$ cat config.mk
export PLATFORM = sky130hd
export DESIGN_NAME = sync_cfg_bank
export DESIGN_NICKNAME = d
export VERILOG_FILES = /design/src/include/sync_cfg_pkg.sv /design/src/hdl/sync_cfg_bank.sv
export SDC_FILE = /design/constraint.sdc
export NUM_CORES = 1
export LEC_CHECK = 0
export BUFFER_PORTS_ARGS = -buffer_cell sky130_fd_sc_hd__buf_2
export CAP_MARGIN = 5
export CORE_MARGIN = 2
export CORE_UTILIZATION = 65
export DETAILED_ROUTE_END_ITERATION = 8
export PLACE_DENSITY = 0.85
export SYNTH_ARGS = -nofsm -noshare
export SYNTH_HDL_FRONTEND = slang
export SYNTH_SLANG_ARGS = --single-unit
$ cat constraint.sdc
create_clock -name clk -period 19.58 [get_ports clk]
set_input_delay 5.874 -clock clk [delete_from_list [all_inputs] [get_ports clk]]
set_output_delay 5.874 -clock clk [all_outputs]
set_load 0.01 [all_outputs]
$ cat src/include/sync_cfg_pkg.sv
// package: constants, register map and field layout of the sync and process-image config bank
package sync_cfg_pkg;

  localparam logic [11:0] OFF_CHAN_COUNT   = 12'h000;
  localparam logic [11:0] OFF_CHAN1_TYPE   = 12'h004;
  localparam logic [11:0] OFF_CHAN2_TYPE   = 12'h008;
  localparam logic [11:0] OFF_CHAN3_TYPE   = 12'h00c;
  localparam logic [11:0] OFF_CHAN4_TYPE   = 12'h010;
  localparam logic [11:0] OFF_OUT_COUNT    = 12'h020;
  localparam logic [11:0] OFF_OUT_SLOT1    = 12'h024;
  localparam logic [11:0] OFF_OUT_SLOT2    = 12'h028;
  localparam logic [11:0] OFF_IN_COUNT     = 12'h030;
  localparam logic [11:0] OFF_IN_SLOT1     = 12'h034;
  localparam logic [11:0] OFF_IN_SLOT2     = 12'h038;
  localparam logic [11:0] OFF_SYNC_COUNT   = 12'h040;
  localparam logic [11:0] OFF_SYNC_MODE    = 12'h044;
  localparam logic [11:0] OFF_CYCLE_TIME   = 12'h048;
  localparam logic [11:0] OFF_SHIFT_TIME   = 12'h04c;
  localparam logic [11:0] OFF_MODES_SUPP   = 12'h050;
  localparam logic [11:0] OFF_MIN_CYCLE    = 12'h054;
  localparam logic [11:0] OFF_MEAS_CMD     = 12'h060;
  localparam logic [11:0] OFF_MEAS_MAX     = 12'h064;

  localparam logic [7:0]  RST_CHAN_COUNT   = 8'h04;
  localparam logic [7:0]  RST_CHAN1_TYPE   = 8'h01;
  localparam logic [7:0]  RST_CHAN2_TYPE   = 8'h02;
  localparam logic [7:0]  RST_CHAN3_TYPE   = 8'h03;
  localparam logic [7:0]  RST_CHAN4_TYPE   = 8'h04;
  localparam logic [7:0]  RST_ASSIGN_COUNT = 8'h01;
  localparam logic [15:0] RST_OUT_SLOT1    = 16'h1602;
  localparam logic [15:0] RST_IN_SLOT1     = 16'h1a02;
  localparam logic [15:0] RST_SLOT2        = 16'h0000;
  localparam logic [7:0]  RST_SYNC_COUNT   = 8'h20;
  localparam logic [15:0] RST_SYNC_MODE    = 16'h0001;
  localparam logic [31:0] RST_CYCLE_TIME   = 32'h0007a120;
  localparam logic [31:0] RST_SHIFT_TIME   = 32'h00000000;
  localparam logic [31:0] RST_MIN_CYCLE    = 32'h00004e20;
  localparam logic [15:0] RST_MEAS_CMD     = 16'h0000;

  // supported-modes field layout
  localparam int          POS_FREE_RUN     = 0;
  localparam int          POS_SM_EVENT     = 1;
  localparam int          POS_DC_LO        = 2;
  localparam int          POS_SHIFT_LO     = 4;
  localparam int          POS_DYNAMIC      = 14;
  localparam logic [1:0]  DC_SUPPORT_CODE  = 2'h1;
  localparam logic [1:0]  SHIFT_SYNC2_CODE = 2'h2;
  localparam logic [15:0] RST_MODES_SUPP   = 16'hc007;

  // clock period in ns, for converting measured cycles to nanoseconds
  localparam logic [31:0] CLK_PERIOD_NS    = 32'h00000064;

  typedef enum logic [1:0] {
    MODE_FREE_RUN = 2'h0,
    MODE_SM_EVENT = 2'h1,
    MODE_SECOND_SYNC_PULSE    = 2'h2,
    MODE_SYNC2    = 2'h3
  } sync_mode_e;

  typedef struct packed {
    logic        psel;
    logic        penable;
    logic        pwrite;
    logic [11:0] paddr;
    logic [31:0] pwdata;
  } apb_req_s;

  typedef struct packed {
    logic        pready;
    logic        pslverr;
    logic [31:0] prdata;
  } apb_rsp_s;

endpackage : sync_cfg_pkg

$ cat src/hdl/sync_cfg_bank.sv
// sync-channel and process-image configuration bank behind an APB slave
//
// Design decisions made here: the address map and the APB slave port.
`timescale 1ns/1ps
`default_nettype none
module sync_cfg_bank (
  input  wire logic                   clk,
  input  wire logic                   rst,
  input  wire sync_cfg_pkg::apb_req_s apbReq,
  input  wire logic                   cycleTick,
  output var  sync_cfg_pkg::apb_rsp_s apbRsp,
  output logic [1:0]                  syncMode,
  output logic [31:0]                 cycleTime,
  output logic                        measuring
);
  import sync_cfg_pkg::*;

  typedef enum logic [2:0] {
    ST_IDLE = 3'b001,
    ST_ARM  = 3'b010,
    ST_RUN  = 3'b100
  } meas_e;

  logic [7:0]  outCount;
  logic [15:0] outSlot1;
  logic [15:0] outSlot2;
  logic [7:0]  inCount;
  logic [15:0] inSlot1;
  logic [15:0] inSlot2;
  logic [15:0] modeWord;
  logic [31:0] cycleWord;
  logic [15:0] measCmd;
  logic [31:0] measMax;
  logic [31:0] measCnt;
  logic        tickS1;
  logic        tickS2;
  logic        tickS3;
  logic        tickSeen;
  logic        tickEdge;
  logic        wrEn;
  logic        rdEn;
  logic [31:0] rdData;
  logic        hit;
  logic [15:0] modesSupp;
  meas_e       measState;
  meas_e       next_measState;
  logic        selOutCount;
  logic        selOutSlot1;
  logic        selOutSlot2;
  logic        selInCount;
  logic        selInSlot1;
  logic        selInSlot2;
  logic        selSyncMode;
  logic        selCycleTime;
  logic        selMeasCmd;
  logic        setupPh;
  logic [7:0]  chanType [4];

  assign wrEn    = apbReq.psel & apbReq.penable & apbReq.pwrite;
  assign rdEn    = apbReq.psel & ~apbReq.penable & ~apbReq.pwrite;
  assign setupPh = apbReq.psel & ~apbReq.penable;

  // one write strobe per writable entry; read-only and unmapped offsets get none
  assign selOutCount  = wrEn & (apbReq.paddr == OFF_OUT_COUNT);
  assign selOutSlot1  = wrEn & (apbReq.paddr == OFF_OUT_SLOT1);
  assign selOutSlot2  = wrEn & (apbReq.paddr == OFF_OUT_SLOT2);
  assign selInCount   = wrEn & (apbReq.paddr == OFF_IN_COUNT);
  assign selInSlot1   = wrEn & (apbReq.paddr == OFF_IN_SLOT1);
  assign selInSlot2   = wrEn & (apbReq.paddr == OFF_IN_SLOT2);
  assign selSyncMode  = wrEn & (apbReq.paddr == OFF_SYNC_MODE);
  assign selCycleTime = wrEn & (apbReq.paddr == OFF_CYCLE_TIME);
  assign selMeasCmd   = wrEn & (apbReq.paddr == OFF_MEAS_CMD);

  // constant word; the fixed word value governs the shift field, which reads clear
  always_comb
  begin
    modesSupp = '0;
    modesSupp[POS_FREE_RUN] = 1'b1;
    modesSupp[POS_SM_EVENT] = 1'b1;
    modesSupp[POS_DC_LO +: 2] = DC_SUPPORT_CODE;
    modesSupp[POS_SHIFT_LO +: 2] = RST_MODES_SUPP[POS_SHIFT_LO +: 2];
    modesSupp[POS_DYNAMIC] = 1'b1;
    modesSupp[15] = RST_MODES_SUPP[15];
  end

  // one fixed type code per sync channel; no write can reach them
  generate
    for (genvar ch = 0; ch < 4; ch++)
    begin : g_chan
      assign chanType[ch] = (ch == 0) ? RST_CHAN1_TYPE :
                            (ch == 1) ? RST_CHAN2_TYPE :
                            (ch == 2) ? RST_CHAN3_TYPE :
                                        RST_CHAN4_TYPE;
    end
  endgenerate

  // writable entries keep their defaults until a completed write reaches them
  // output assignment list
  always_ff @(posedge clk or posedge rst)
  begin
    if (rst)
    begin
      outCount <= RST_ASSIGN_COUNT;
    end
    else if (selOutCount)
    begin
      outCount <= apbReq.pwdata[7:0];
    end
  end

  always_ff @(posedge clk or posedge rst)
  begin
    if (rst)
    begin
      outSlot1 <= RST_OUT_SLOT1;
    end
    else if (selOutSlot1)
    begin
      outSlot1 <= apbReq.pwdata[15:0];
    end
  end

  always_ff @(posedge clk or posedge rst)
  begin
    if (rst)
    begin
      outSlot2 <= RST_SLOT2;
    end
    else if (selOutSlot2)
    begin
      outSlot2 <= apbReq.pwdata[15:0];
    end
  end

  // input assignment list
  always_ff @(posedge clk or posedge rst)
  begin
    if (rst)
    begin
      inCount <= RST_ASSIGN_COUNT;
    end
    else if (selInCount)
    begin
      inCount <= apbReq.pwdata[7:0];
    end
  end

  always_ff @(posedge clk or posedge rst)
  begin
    if (rst)
    begin
      inSlot1 <= RST_IN_SLOT1;
    end
    else if (selInSlot1)
    begin
      inSlot1 <= apbReq.pwdata[15:0];
    end
  end

  always_ff @(posedge clk or posedge rst)
  begin
    if (rst)
    begin
      inSlot2 <= RST_SLOT2;
    end
    else if (selInSlot2)
    begin
      inSlot2 <= apbReq.pwdata[15:0];
    end
  end

  // output sync parameters
  always_ff @(posedge clk or posedge rst)
  begin
    if (rst)
    begin
      modeWord <= RST_SYNC_MODE;
    end
    else if (selSyncMode)
    begin
      modeWord <= apbReq.pwdata[15:0];
    end
  end

  always_ff @(posedge clk or posedge rst)
  begin
    if (rst)
    begin
      cycleWord <= RST_CYCLE_TIME;
    end
    else if (selCycleTime)
    begin
      cycleWord <= apbReq.pwdata;
    end
  end

  // measurement command: stored as written, decoded by the sequencer below
  always_ff @(posedge clk or posedge rst)
  begin
    if (rst)
    begin
      measCmd <= RST_MEAS_CMD;
    end
    else if (selMeasCmd)
    begin
      measCmd <= apbReq.pwdata[15:0];
    end
  end

  // steering outputs: the mode code and period the sync logic obeys
  always_ff @(posedge clk or posedge rst)
  begin
    if (rst)
      syncMode <= MODE_SM_EVENT;
    else
      syncMode <= modeWord[1:0];
  end

  always_ff @(posedge clk or posedge rst)
  begin
    if (rst)
      cycleTime <= RST_CYCLE_TIME;
    else
      cycleTime <= cycleWord;
  end

  // cycle tick is external: three stages, edge once stages two and three agree
  always_ff @(posedge clk or posedge rst)
  begin
    if (rst)
    begin
      tickS1 <= 1'b0;
      tickS2 <= 1'b0;
      tickS3 <= 1'b0;
    end
    else
    begin
      tickS1 <= cycleTick;
      tickS2 <= tickS1;
      tickS3 <= tickS2;
    end
  end

  // settled level: follows the pin only while stages two and three agree
  always_ff @(posedge clk or posedge rst)
  begin
    if (rst)
      tickSeen <= 1'b0;
    else if (tickS2 == tickS3)
      tickSeen <= tickS3;
  end

  assign tickEdge = (tickS2 == tickS3) & tickS3 & ~tickSeen;

  always_comb
  begin
    next_measState = measState;
    case (measState)
      ST_IDLE: if (measCmd == 16'h0001) next_measState = ST_ARM;
      ST_ARM:  if (tickEdge) next_measState = ST_RUN;
      ST_RUN:  if (measCmd == 16'h0000) next_measState = ST_IDLE;
      default: next_measState = ST_IDLE;
    endcase
    // a stop command wins from any state
    if (measState != ST_IDLE && measCmd == 16'h0000)
      next_measState = ST_IDLE;
  end

  always_ff @(posedge clk or posedge rst)
  begin
    if (rst)
      measState <= ST_IDLE;
    else
      measState <= next_measState;
  end

  // maximum survives a stop so software can read it; cleared on the next start
  always_ff @(posedge clk or posedge rst)
  begin
    if (rst)
    begin
      measCnt <= '0;
      measMax <= '0;
    end
    else if (measState == ST_IDLE && next_measState == ST_ARM)
    begin
      measCnt <= '0;
      measMax <= '0;
    end
    else if (measState == ST_RUN)
    begin
      if (tickEdge)
      begin
        measCnt <= '0;
        if (measCnt + 32'h1 > measMax)
          measMax <= measCnt + 32'h1;
      end
      else
        measCnt <= measCnt + 32'h1;
    end
    else if (measState == ST_ARM)
      measCnt <= '0;
  end

  // taken from the next state so the flag changes together with the state
  always_ff @(posedge clk or posedge rst)
  begin
    if (rst)
      measuring <= 1'b0;
    else
      measuring <= (next_measState != ST_IDLE);
  end

  // read decode: narrow entries return zero in the unused upper bits
  always_comb
  begin
    rdData = '0;
    hit    = 1'b1;
    case (apbReq.paddr)
      OFF_CHAN_COUNT: rdData[7:0]  = RST_CHAN_COUNT;
      OFF_CHAN1_TYPE: rdData[7:0]  = chanType[0];
      OFF_CHAN2_TYPE: rdData[7:0]  = chanType[1];
      OFF_CHAN3_TYPE: rdData[7:0]  = chanType[2];
      OFF_CHAN4_TYPE: rdData[7:0]  = chanType[3];
      OFF_OUT_COUNT:  rdData[7:0]  = outCount;
      OFF_OUT_SLOT1:  rdData[15:0] = outSlot1;
      OFF_OUT_SLOT2:  rdData[15:0] = outSlot2;
      OFF_IN_COUNT:   rdData[7:0]  = inCount;
      OFF_IN_SLOT1:   rdData[15:0] = inSlot1;
      OFF_IN_SLOT2:   rdData[15:0] = inSlot2;
      OFF_SYNC_COUNT: rdData[7:0]  = RST_SYNC_COUNT;
      OFF_SYNC_MODE:  rdData[15:0] = modeWord;
      OFF_CYCLE_TIME: rdData       = cycleWord;
      OFF_SHIFT_TIME: rdData       = RST_SHIFT_TIME;
      OFF_MODES_SUPP: rdData[15:0] = modesSupp;
      OFF_MIN_CYCLE:  rdData       = RST_MIN_CYCLE;
      OFF_MEAS_CMD:   rdData[15:0] = measCmd;
      OFF_MEAS_MAX:   rdData       = 32'(measMax * CLK_PERIOD_NS);
      default:        hit          = 1'b0;
    endcase
  end

  // zero-wait slave: ready, error and read data are registered in the setup
  // cycle, so each stands for the access cycle alone and then falls to zero
  always_ff @(posedge clk or posedge rst)
  begin
    if (rst)
      apbRsp <= '0;
    else
    begin
      apbRsp.pready  <= setupPh;
      apbRsp.pslverr <= setupPh & ~hit;
      apbRsp.prdata  <= rdEn ? rdData : 32'h00000000;
    end
  end

endmodule : sync_cfg_bank
`default_nettype wire

==> results.ini, run 1 <==
[run_status]
status = finished, final reports clean

[synthesis]
synth_top_family_by_area = multiplexers
synth_compound_area_frac = 0.1102
syn-num-nets = 1615
synthMuxAreaShare = 0.1343
synth_cell_types = 65
synth_enable_flop_cells = 0
synth-simple-area-share = 0.09444
synth_xor_area_frac = 0.03185
ys_async_sr_fraction = 1.000
netlist_area_mm2 = 0.01567
synth-adder-area-share = 0.1199
seq_area_frac_synth = 0.4556
synth-seq-cells = 284
ys_warn_count = 0
synthCells = 1430
synthFlopType = dfrtp_1
synth_area_per_cell_um2 = 10.96

[critical_path]
setup.worst_path.class = input pin to flop
reg2regPathDepth = 16
cp_top_family = simple AND/OR/NAND/NOR gates
cp_slowest_cell = nor3_1
worst-path-buf-inv = 2
startpoint_type = input pin
timing.rr.end = measMax[23]$_DFFE_PP0P_
arrival_ns = 8.85
cp.depth = 8
cp-end-kind = flop
crit_end = apbRsp[14]$_DFF_PP0_
path_cells = buf_2, or4_4, nor2_8, nand2_1, nor3_1, buf_4, a22oi_1, a31oi_1
crit_fanout = 12
r2r-start = measCnt[0]$_DFFE_PP0P_
r2r_slack_ns = 14.37
critPathRequiredTime_ns = 20.07
cpPeakStageDelay_ns = 1.05
crit_start = apbReq[41]

[timing]
hold_viol = 0
slew_violations = 0
skew_ns = 0.05544
tns_ns = 0
finalSetupViolCount = 0
tightest_slew_ns = 1.231
max_freq_ghz = 0.1197
setup_ws_ns = 11.22
slew_headroom = 0.1794
period_share = 0.4267
rsz0062_at_grt = no
fin_crit_ns = 8.356

[cts]
h-tree-depth = 1
post_cts_buffers = 0
cts_buffer_depth = 3
numCtsBuffers = 28
clkTransAtPathRegs_ns = 0.06
cts.sinks = 284
cts_root_buffer = clkbuf_16
cts_hold_buf = 0
clk_latency_ns = 0.59
cts_resized = 0
cts_tree = done

[floorplanning]
rows = 56
num_io_pins = 119
die_w_um = 159.3
die-area_mm2 = 0.02537
initial_core_util = 0.6658
die-height_um = 159.3
core-area_mm2 = 0.02354

[place]
dp_hpwl_um = 27290
placed_cells = 1821
place_ws_ns = 10.73
place_congestion = 0.9157
port_buffers = 118
post_dp_cell_area_mm2 = 0.01650

[route]
wire_per_inst_um = 20.82
route.vias.total = 11591
vias_per_cell = 6.188
drtPass1Iterations = 7
remaining_drc_errors = 0
drt_iter0_markers = 1013
ant_nets = 0
finalWirelength_um = 39000

[layout]
fin_area_mm2 = 0.01745
synthToLayoutAreaGrowth_pct = 11.34
fin_cells = 1873
fin_nets = 1717
final_cell_mix = dfrtp_1 (257), inv_1 (157), buf_2 (118)
antennaDiodeCount = 0
layout-drive-gt1-share = 0.2194
final_common_cell = dfrtp_1

[grt]
grt_max_degree = 147
antenna_found_initial = 0
grt.overflow.total = 0
grt_pass1_vias = 11745
grt.total_usage = 0.3077
grt_pass1_wl_um = 62730

[run]
maxCapViolCount = 0

[power_and_ir_drop]
p_leak_nw = 9.158
powerDensity_mw_per_mm2 = 71.12
worst_ir_drop_vdd_mv = 0.06178

[worst_hold_path]
min_path_type = flop to flop

state kept, by name (all words and copies together) (netlist names), 16 cells and up:
| signal | cells |
|---|---|
| measMax | 32 |
| apbRsp | 34 |
| modeWord | 16 |
| measCnt | 32 |
| measCmd | 16 |
| inSlot1 | 16 |
| outSlot1 | 16 |
| cycleTime | 32 |
| outSlot2 | 16 |
| cycleWord | 32 |
| inSlot2 | 16 |
cell families (layout without fill, tap and decap cells):
group	Yosys count	count (layout)
buffers and inverters	212	336
adder cells (fa/ha/maj)	136	136
XOR/XNOR	57	57
flip-flops	284	284
AO/OA/AOI/OAI	261	261
multiplexers	180	180
AND/OR/NAND/NOR	300	300
how the worst min path moves through the flow:
stage,slack (ns),depth (start not counted),end,start
after global routing,0.36,0,tickS2$_DFF_PP0_,tickS1$_DFF_PP0_
final,0.35,0,tickS2$_DFF_PP0_,tickS1$_DFF_PP0_
after detailed placement,0.34,0,tickS2$_DFF_PP0_,tickS1$_DFF_PP0_
after CTS,0.35,0,tickS2$_DFF_PP0_,tickS1$_DFF_PP0_
after global placement,0.34,0,tickS2$_DFF_PP0_,tickS1$_DFF_PP0_
after floorplan,0.33,0,tickS2$_DFF_PP0_,tickS1$_DFF_PP0_
synthesized netlist by cell type (6+ instances only):
master | instances | share of area
nand2_1 | 106 | 0.025
xnor2_1 | 30 | 0.017
inv_1 | 158 | 0.038
mux2_4 | 30 | 0.029
mux2i_1 | 28 | 0.018
nor2b_1 | 9 | 0.0036
nor3_1 | 15 | 0.0048
clkbuf_1 | 33 | 0.0079
xor2_1 | 27 | 0.015
fa_1 | 24 | 0.031
mux2_1 | 30 | 0.022
o211ai_1 | 6 | 0.0029
ha_1 | 111 | 0.089
a22o_1 | 20 | 0.011
nor2_1 | 60 | 0.014
and3_1 | 11 | 0.0044
a31oi_1 | 23 | 0.0092
a21oi_1 | 51 | 0.016
and2_1 | 13 | 0.0052
nand4_1 | 15 | 0.0060
a22oi_1 | 25 | 0.012
a222oi_1 | 8 | 0.0051
o21ai_0 | 57 | 0.018
a21o_1 | 25 | 0.012
mux2_2 | 92 | 0.066
nand2b_1 | 6 | 0.0024
a221oi_1 | 11 | 0.0061
dfstp_2 | 27 | 0.045
buf_2 | 17 | 0.0054
nand3_1 | 28 | 0.0089
dfrtp_1 | 257 | 0.41
a211oi_1 | 6 | 0.0029
nor4_1 | 6 | 0.0024
through the flow:
stage / total power [mW] / hold slack [ns] / utilization
floorplan: 0.6685 / 0.3312 / -
global placement: 0.6993 / 0.3365 / 0.7011
detailed placement: 0.7006 / 0.3413 / 0.7011
CTS: 1.242 / 0.3546 / 0.7413
global route: 1.276 / 0.3558 / 0.7413
finish: 1.241 / 0.3514 / 0.7413
metal layers:
metal  global-route usage  wire length (um)  vias up
met2               0.4941             18370      476
li1                     -                 -     5204
met4               0.1012              1138        0
met1               0.4324             16630     5815
met5                    0                 0        -
met3              0.05001              2860       96
report_power, final:
group / switching (mW) / internal [mW]
logic: 0.0680 / 0.0224
registers: 0.00834 / 0.593
clock network: 0.234 / 0.315
final cells by class:
| cell class | count | area [um^2] |
|---|---|---|
| Multi-Input combinational cell | 934 | 7714 |
| Sequential cell | 284 | 7141 |
| Fill cell | 1577 | 6091 |
| Clock buffer | 41 | 809.5 |
| Timing Repair Buffer | 126 | 650.6 |
| Inverter | 158 | 600.6 |
| Tap cell | 319 | 399.1 |
| Clock inverter | 11 | 137.6 |
(Power assumes the default switching activity.)
==> run 2, diff against run 1 <==
--- a/config.mk
+++ b/config.mk
@@ -8,9 +8,9 @@
 export BUFFER_PORTS_ARGS = -buffer_cell sky130_fd_sc_hd__buf_2
 export CAP_MARGIN = 5
 export CORE_MARGIN = 2
-export CORE_UTILIZATION = 65
+export CORE_UTILIZATION = 55
 export DETAILED_ROUTE_END_ITERATION = 8
-export PLACE_DENSITY = 0.85
+export PLACE_DENSITY = 0.77
 export SYNTH_ARGS = -nofsm -noshare
 export SYNTH_HDL_FRONTEND = slang
 export SYNTH_SLANG_ARGS = --single-unit
==> constraint.sdc (replaced) <==
create_clock -name clk -period 7.1 [get_ports clk]
set_input_delay 2.13 -clock clk [delete_from_list [all_inputs] [get_ports clk]]
set_output_delay 2.13 -clock clk [all_outputs]
set_load 0.01 [all_outputs]
==> results.ini, run 2 (synthesis gave the netlist of run 1 again) <==
[run_status]
status = finished, final reports clean  ; unchanged

[route]
route.vias.total = 11332  ; was 11591
drt_iter0_markers = 829  ; was 1013
drtPass1Iterations = 5  ; was 7
ant_nets = 0  ; unchanged
remaining_drc_errors = 0  ; unchanged
vias_per_cell = 5.838  ; was 6.188
finalWirelength_um = 38140  ; was 39000 um
wire_per_inst_um = 19.65  ; was 20.82 um

[timing]
tns_ns = 0  ; unchanged
max_freq_ghz = 0.2070
fin_crit_ns = 4.831
period_share = 0.6805
slew_headroom = 0.1186  ; was 0.1794
finalSetupViolCount = 0  ; unchanged
rsz0062_at_grt = no  ; unchanged
hold_viol = 0  ; unchanged
slew_violations = 0  ; unchanged
tightest_slew_ns = 1.322  ; was 1.231 ns
skew_ns = 0.01545  ; was 0.05544 ns

[power_and_ir_drop]
p_leak_nw = 9.254  ; was 9.158 nW
netSwitchingFraction = 0.2394  ; was 0.2503
switching_power_uw = 876.2  ; was 310.7 uW
p_int_mw = 2.783  ; was 930.5 uW
combinationalPowerShare = 0.067  ; was 0.073
power_frac_seq = 0.453  ; was 0.485
worst_ir_drop_vdd_mv = 0.1701  ; was 0.06178 mV
powerDensity_mw_per_mm2 = 206.3  ; was 71.12 mW/mm^2
clockPowerShare = 0.479  ; was 0.442

[floorplanning]
num_io_pins = 119  ; unchanged
die-height_um = 172.8  ; was 159.3 um
core-area_mm2 = 0.02793  ; was 0.02354 mm^2
rows = 61  ; was 56
die_w_um = 172.8  ; was 159.3 um
initial_core_util = 0.5611  ; was 0.6658
die-area_mm2 = 0.02986  ; was 0.02537 mm^2

[place]
place_congestion = 0.9043  ; was 0.9157
port_buffers = 118  ; unchanged
dp_hpwl_um = 27170  ; was 27290 um

[layout]
layout-drive-gt1-share = 0.2265  ; was 0.2194
fin_nets = 1724  ; was 1717
final_cell_mix = dfrtp_1 (257), inv_1 (157), buf_2 (118)  ; unchanged
largest_reg_flops = 34  ; unchanged
synthToLayoutAreaGrowth_pct = 13.18  ; was 11.34%
antennaDiodeCount = 0  ; unchanged
final_common_cell = dfrtp_1  ; unchanged
final_util = 0.6350  ; was 0.7413
top_register = apbRsp  ; unchanged
fillers = 2227  ; was 1577

[cts]
h-tree-depth = 1  ; unchanged
cts_root_buffer = clkbuf_16  ; unchanged
cts.sinks = 284  ; unchanged
cts_buffer_depth = 3  ; unchanged
clk_latency_ns = 0.56  ; was 0.59 ns
cts_resized = 0  ; unchanged
cts_hold_buf = 0  ; unchanged
numCtsBuffers = 30  ; was 28
cts_tree = done  ; unchanged
clkTransAtPathRegs_ns = 0.06  ; about the same
post_cts_buffers = 0  ; unchanged

[grt]
antenna_found_initial = 0  ; unchanged
grt.overflow.total = 0  ; unchanged
grt_pass1_vias = 11534  ; was 11745
grt.total_usage = 0.2555  ; was 0.3077
grt_pass1_wl_um = 61830  ; was 62730 um
grt_max_degree = 143  ; was 147

[critical_path]
cp-end-kind = flop  ; unchanged
critPathRequiredTime_ns = 7.53  ; was 20.07 ns
crit_fanout = 20  ; was 12
startpoint_type = flop  ; was input pin
arrival_ns = 5.26  ; was 8.85 ns
setup.worst_path.class = flop to flop  ; was input pin to flop

[run]
maxCapViolCount = 0  ; unchanged

[worst_hold_path]
min_path_type = flop to flop  ; unchanged

## run 2: per-stage QoR
stage	total power [mW]	setup slack [ns]	area, um^2	cells	hold slack, ns
2_1_floorplan	1.844	1.229	15680	1430	0.3312
3_3_place_gp	1.934	1.997	16620	1885	0.3388
3_5_place_dp	1.935	1.950	16620	1885	0.3363
4_1_cts	3.681	2.306	17740	1941	0.3510
5_1_grt	3.777	1.826	17740	1941	0.3512
6_report	3.660	2.269	17740	1941	0.3507
## run 2: per-layer routing
| layer | up-vias | global-route usage | part of all wire |
|---|---|---|---|
| met5 | - | 0 | 0 |
| met4 | 0 | 0.07698 | 0.029 |
| met3 | 82 | 0.04288 | 0.066 |
| met2 | 416 | 0.4043 | 0.46 |
| met1 | 5615 | 0.3638 | 0.45 |
| li1 | 5219 | - | - |
## run 2: final cells by class
type	count	area [um^2]	area share
Inverter	158	596.8	0.03364
Timing Repair Buffer	131	700.7	0.03950
Clock buffer	36	824.5	0.04648
Multi-Input combinational cell	934	7709	0.4345
Sequential cell	284	7141	0.4025
Clock inverter	20	295.3	0.01665
Tap cell	378	473.0	0.02666
## run 2: path summary, 6_finish.rpt
| check | cells after the start | end | slack, ns | startpoint |
|---|---|---|---|---|
| min reg2reg | 0 | tickS2$_DFF_PP0_ | 0.35 | tickS1$_DFF_PP0_ |
| max in group asynchronous | 3 | apbRsp[6]$_DFF_PP0_ | 4.34 | rst |
| max | 16 | measMax[6]$_DFFE_PP0P_ | 2.27 | measCnt[0]$_DFFE_PP0P_ |
| max reg2reg | 16 | measMax[6]$_DFFE_PP0P_ | 2.27 | measCnt[0]$_DFFE_PP0P_ |
| min | 0 | tickS2$_DFF_PP0_ | 0.35 | tickS1$_DFF_PP0_ |
| min in group asynchronous | 2 | outSlot1[15]$_DFFE_PP0P_ | 1.61 | rst |
## run 2: power groups by stage
stage,Clock [mW],Combinational (mW),Sequential (mW)
6_report,1.75,0.246,1.66
3_3_place_gp,0,0.247,1.69
3_5_place_dp,0,0.247,1.69
4_1_cts,1.77,0.249,1.66
2_1_floorplan,0,0.164,1.68
5_1_grt,1.84,0.274,1.66
## run 2: critical path, cell delays in order (launching register included)
cell and delay (ns):
dfrtp_1 0.48, nand3_1 0.11, nor2_1 0.30, nand2_1 0.10, nor2_1 0.38, and4_1 0.43
nand4_1 0.14, xor2_1 0.24, inv_1 0.07, ha_1 0.30, nand4_1 0.11, or2_2 0.33
nor3_1 0.29, a21oi_1 0.16, nor2_4 0.62, buf_4 0.30, mux2_1 0.34
==> run 3, diff against run 2 <==
--- a/config.mk
+++ b/config.mk
@@ -8,9 +8,9 @@
 export BUFFER_PORTS_ARGS = -buffer_cell sky130_fd_sc_hd__buf_2
 export CAP_MARGIN = 5
 export CORE_MARGIN = 2
-export CORE_UTILIZATION = 55
+export CORE_UTILIZATION = 61
 export DETAILED_ROUTE_END_ITERATION = 8
-export PLACE_DENSITY = 0.77
+export PLACE_DENSITY = 0.81
 export SYNTH_ARGS = -nofsm -noshare
 export SYNTH_HDL_FRONTEND = slang
 export SYNTH_SLANG_ARGS = --single-unit
==> constraint.sdc (replaced) <==
create_clock -name clk -period 4.95 [get_ports clk]
set_input_delay 1.485 -clock clk [delete_from_list [all_inputs] [get_ports clk]]
set_output_delay 1.485 -clock clk [all_outputs]
set_load 0.01 [all_outputs]
==> results.ini, run 3 (synthesis gave the netlist of run 1 again) <==
[run_status]
status = finished, final reports clean  ; unchanged

[floorplanning]
num_io_pins = 119  ; unchanged
die-height_um = 164.3  ; was 172.8 um
die_w_um = 164.3  ; was 172.8 um
die-area_mm2 = 0.02699  ; was 0.02986 mm^2
rows = 58  ; was 61
initial_core_util = 0.6224  ; was 0.5611
core-area_mm2 = 0.02518  ; was 0.02793 mm^2

[layout]
fillers = 1752  ; was 2227
final_common_cell = dfrtp_1  ; unchanged
register_area_mm2 = 0.007141  ; unchanged
fin_nets = 1737  ; was 1724
synthToLayoutAreaGrowth_pct = 13.30  ; was 13.18%
final_util = 0.7052  ; was 0.6350
multiInputGateArea_mm2 = 0.007714  ; was 0.007709 mm^2
final_cell_mix = dfrtp_1 (257), inv_1 (157), buf_2 (118)  ; unchanged
layout-drive-gt1-share = 0.2316  ; was 0.2265
largest_reg_flops = 34  ; unchanged
antennaDiodeCount = 0  ; unchanged
top_register = apbRsp  ; unchanged

[worst_hold_path]
worstHoldStart = tickS1$_DFF_PP0_  ; unchanged
worstHoldEndpoint = tickS2$_DFF_PP0_  ; unchanged
min_path_type = flop to flop  ; unchanged
min_path_cells = 0  ; unchanged

[power_and_ir_drop]
power_mw = 5.110  ; was 3.660 mW
powerDensity_mw_per_mm2 = 287.7  ; was 206.3 mW/mm^2
worst_ir_drop_vdd_mv = 0.2604  ; was 0.1701 mV
p_leak_nw = 9.300  ; was 9.254 nW

[critical_path]
crit_fanout = 27  ; was 20
worst-path-buf-inv = 2  ; unchanged
r2r-start = measCnt[0]$_DFFE_PP0P_  ; unchanged
startpoint_type = flop  ; unchanged
critPathRequiredTime_ns = 5.38  ; was 7.53 ns
timing.rr.end = measMax[11]$_DFFE_PP0P_  ; was measMax[6]$_DFFE_PP0P_
cp_top_family = simple AND/OR/NAND/NOR gates  ; unchanged
cpPeakStageDelay_ns = 0.48  ; was 0.62 ns
cp-end-kind = flop  ; unchanged
setup.worst_path.class = flop to flop  ; unchanged
cp_slowest_cell = dfrtp_1  ; was nor2_4
r2r_slack_ns = 0.44  ; was 2.27 ns
path_cells = nand3_1, nor2_1, nand2_1, nor2_2, and4_1, nand3_1, xor2_1, inv_1, ha_1, a21o_1, a21o_1, a21oi_1, o22ai_1, or4b_1, a21oi_1, nor2_4, buf_12, mux2_1  ; was nand3_1, nor2_1, nand2_1, nor2_1, and4_1, nand4_1, xor2_1, inv_1, ha_1, nand4_1, or2_2, nor3_1, a21oi_1, nor2_4, buf_4, mux2_1
reg2regPathDepth = 18  ; was 16
arrival_ns = 4.93  ; was 5.26 ns

[cts]
cts_tree = done  ; unchanged
h-tree-depth = 1  ; unchanged
cts_buffer_depth = 3  ; unchanged
clkTransAtPathRegs_ns = 0.06  ; about the same
cts_hold_buf = 0  ; unchanged
cts.sinks = 284  ; unchanged
clk_latency_ns = 0.60  ; was 0.56 ns
cts_root_buffer = clkbuf_16  ; unchanged
numCtsBuffers = 30  ; unchanged

[grt]
grt_pass1_vias = 11627  ; was 11534
grt_pass1_wl_um = 60430  ; was 61830 um
grt.total_usage = 0.2836  ; was 0.2555
antenna_found_initial = 0  ; unchanged
grt_max_degree = 120  ; was 143
grt.overflow.total = 0  ; unchanged

[timing]
slew_violations = 0  ; unchanged
setup_ws_ns = 0.4432  ; was 2.269 ns
whs_ns = 0.3516  ; was 0.3507 ns
tightest_slew_ns = 1.228  ; was 1.322 ns
skew_ns = 0.05318  ; was 0.01545 ns
hold_viol = 0  ; unchanged
finalSetupViolCount = 0  ; unchanged
rsz0062_at_grt = no  ; unchanged
fin_crit_ns = 4.507  ; was 4.831 ns
slew_headroom = 0.1815  ; was 0.1186
max_freq_ghz = 0.2219  ; was 0.2070 GHz
period_share = 0.9105  ; was 0.6805

[route]
route.vias.total = 11443  ; was 11332
top_layer = met4  ; unchanged
ant_nets = 0  ; unchanged
drt-met1-wl_um = 16020  ; was 17100 um
met2_length_um = 17390  ; about the same
finalWirelength_um = 37580  ; was 38140 um
remaining_drc_errors = 0  ; unchanged
drtPass1Iterations = 7  ; was 5
wire_per_inst_um = 19.71  ; was 19.65 um
drt_iter0_markers = 956  ; was 829
vias_per_cell = 6.004  ; was 5.838
wl_met3_um = 3064  ; was 2528 um

[place]
dp_hpwl_um = 26760  ; was 27170 um
place_congestion = 0.9179  ; was 0.9043
port_buffers = 118  ; unchanged
place_ws_ns = 0.3396  ; was 1.950 ns

[run]
maxCapViolCount = 0  ; unchanged

==> run 3: changes by cell type in the layout (fill, tap and decap cells not counted), moves of 3 or more <==
cell | previous run | this run
buf_4 | 12 | 22
buf_12 | 1 | 4
bufinv_16 | 7 | 4
clkbuf_1 | 2 | 6
clkbuf_8 | 3 | 6
==> run 3: final cells by class <==
type,instances,area share
clock buffer,42,0.04819
inverter,158,0.03361
tap,330,0.02325
multi-input combinational,934,0.4344
clock inverter,14,0.01141
sequential,284,0.4021
timing repair buffer,144,0.04707
==> run 3: worst reg2reg max path: stages (launching register included) <==
cell and delay [ns]:
dfrtp_1 0.48, nand3_1 0.11, nor2_1 0.30, nand2_1 0.12
nor2_2 0.28, and4_1 0.44, nand3_1 0.14, xor2_1 0.21
inv_1 0.08, ha_1 0.30, a21o_1 0.18, a21o_1 0.17
a21oi_1 0.13, o22ai_1 0.09, or4b_1 0.46, a21oi_1 0.22
nor2_4 0.12, buf_12 0.19, mux2_1 0.37
==> run 3: routing by layer <==
layer	global-route usage	vias up
met4	0.09729	0
met5	0	-
met3	0.04646	94
li1	-	5234
met2	0.4576	471
met1	0.3915	5644
==> run 3: through the flow <==
step                      std cells  cell area [um^2]  TNS (ns)
final                          1906             17760         0
after global routing           1906             17760         0
after CTS                      1906             17750         0
after detailed placement       1850             16690         0
after global placement         1850             16690         0
after floorplan                1430             15680    -70.99
==> run 3: worst max-delay path by stage <==
| stage | from | to | slack [ns] | depth (start not counted) |
|---|---|---|---|---|
| 4_1_cts | measCnt[0]$_DFFE_PP0P_ | measMax[11]$_DFFE_PP0P_ | 0.30 | 18 |
| 2_1_floorplan | rst | apbRsp[0]$_DFF_PP0_ | -0.28 | 1 |
| 3_3_place_gp | measCnt[0]$_DFFE_PP0P_ | measMax[17]$_DFFE_PP0P_ | 0.42 | 18 |
| 3_5_place_dp | measCnt[0]$_DFFE_PP0P_ | measMax[17]$_DFFE_PP0P_ | 0.34 | 18 |
| 6_report | measCnt[0]$_DFFE_PP0P_ | measMax[11]$_DFFE_PP0P_ | 0.44 | 18 |
| 5_1_grt | measCnt[0]$_DFFE_PP0P_ | measMax[11]$_DFFE_PP0P_ | 0.05 | 18 |
==> run 3: power by group <==
part	total (mW)	internal, mW	switching [mW]
combinational	0.355	0.0919	0.263
sequential	2.38	2.35	0.0331
clock	2.37	1.42	0.956
total	5.11	3.86	1.25
==> run 3: repair_timing <==
| item | in CTS | in global routing |
|---|---|---|
| endpoints found under the setup margin | 0 | 8 |
| buffers inserted | 0 | 0 |
| resized for setup | 0 | 2 |
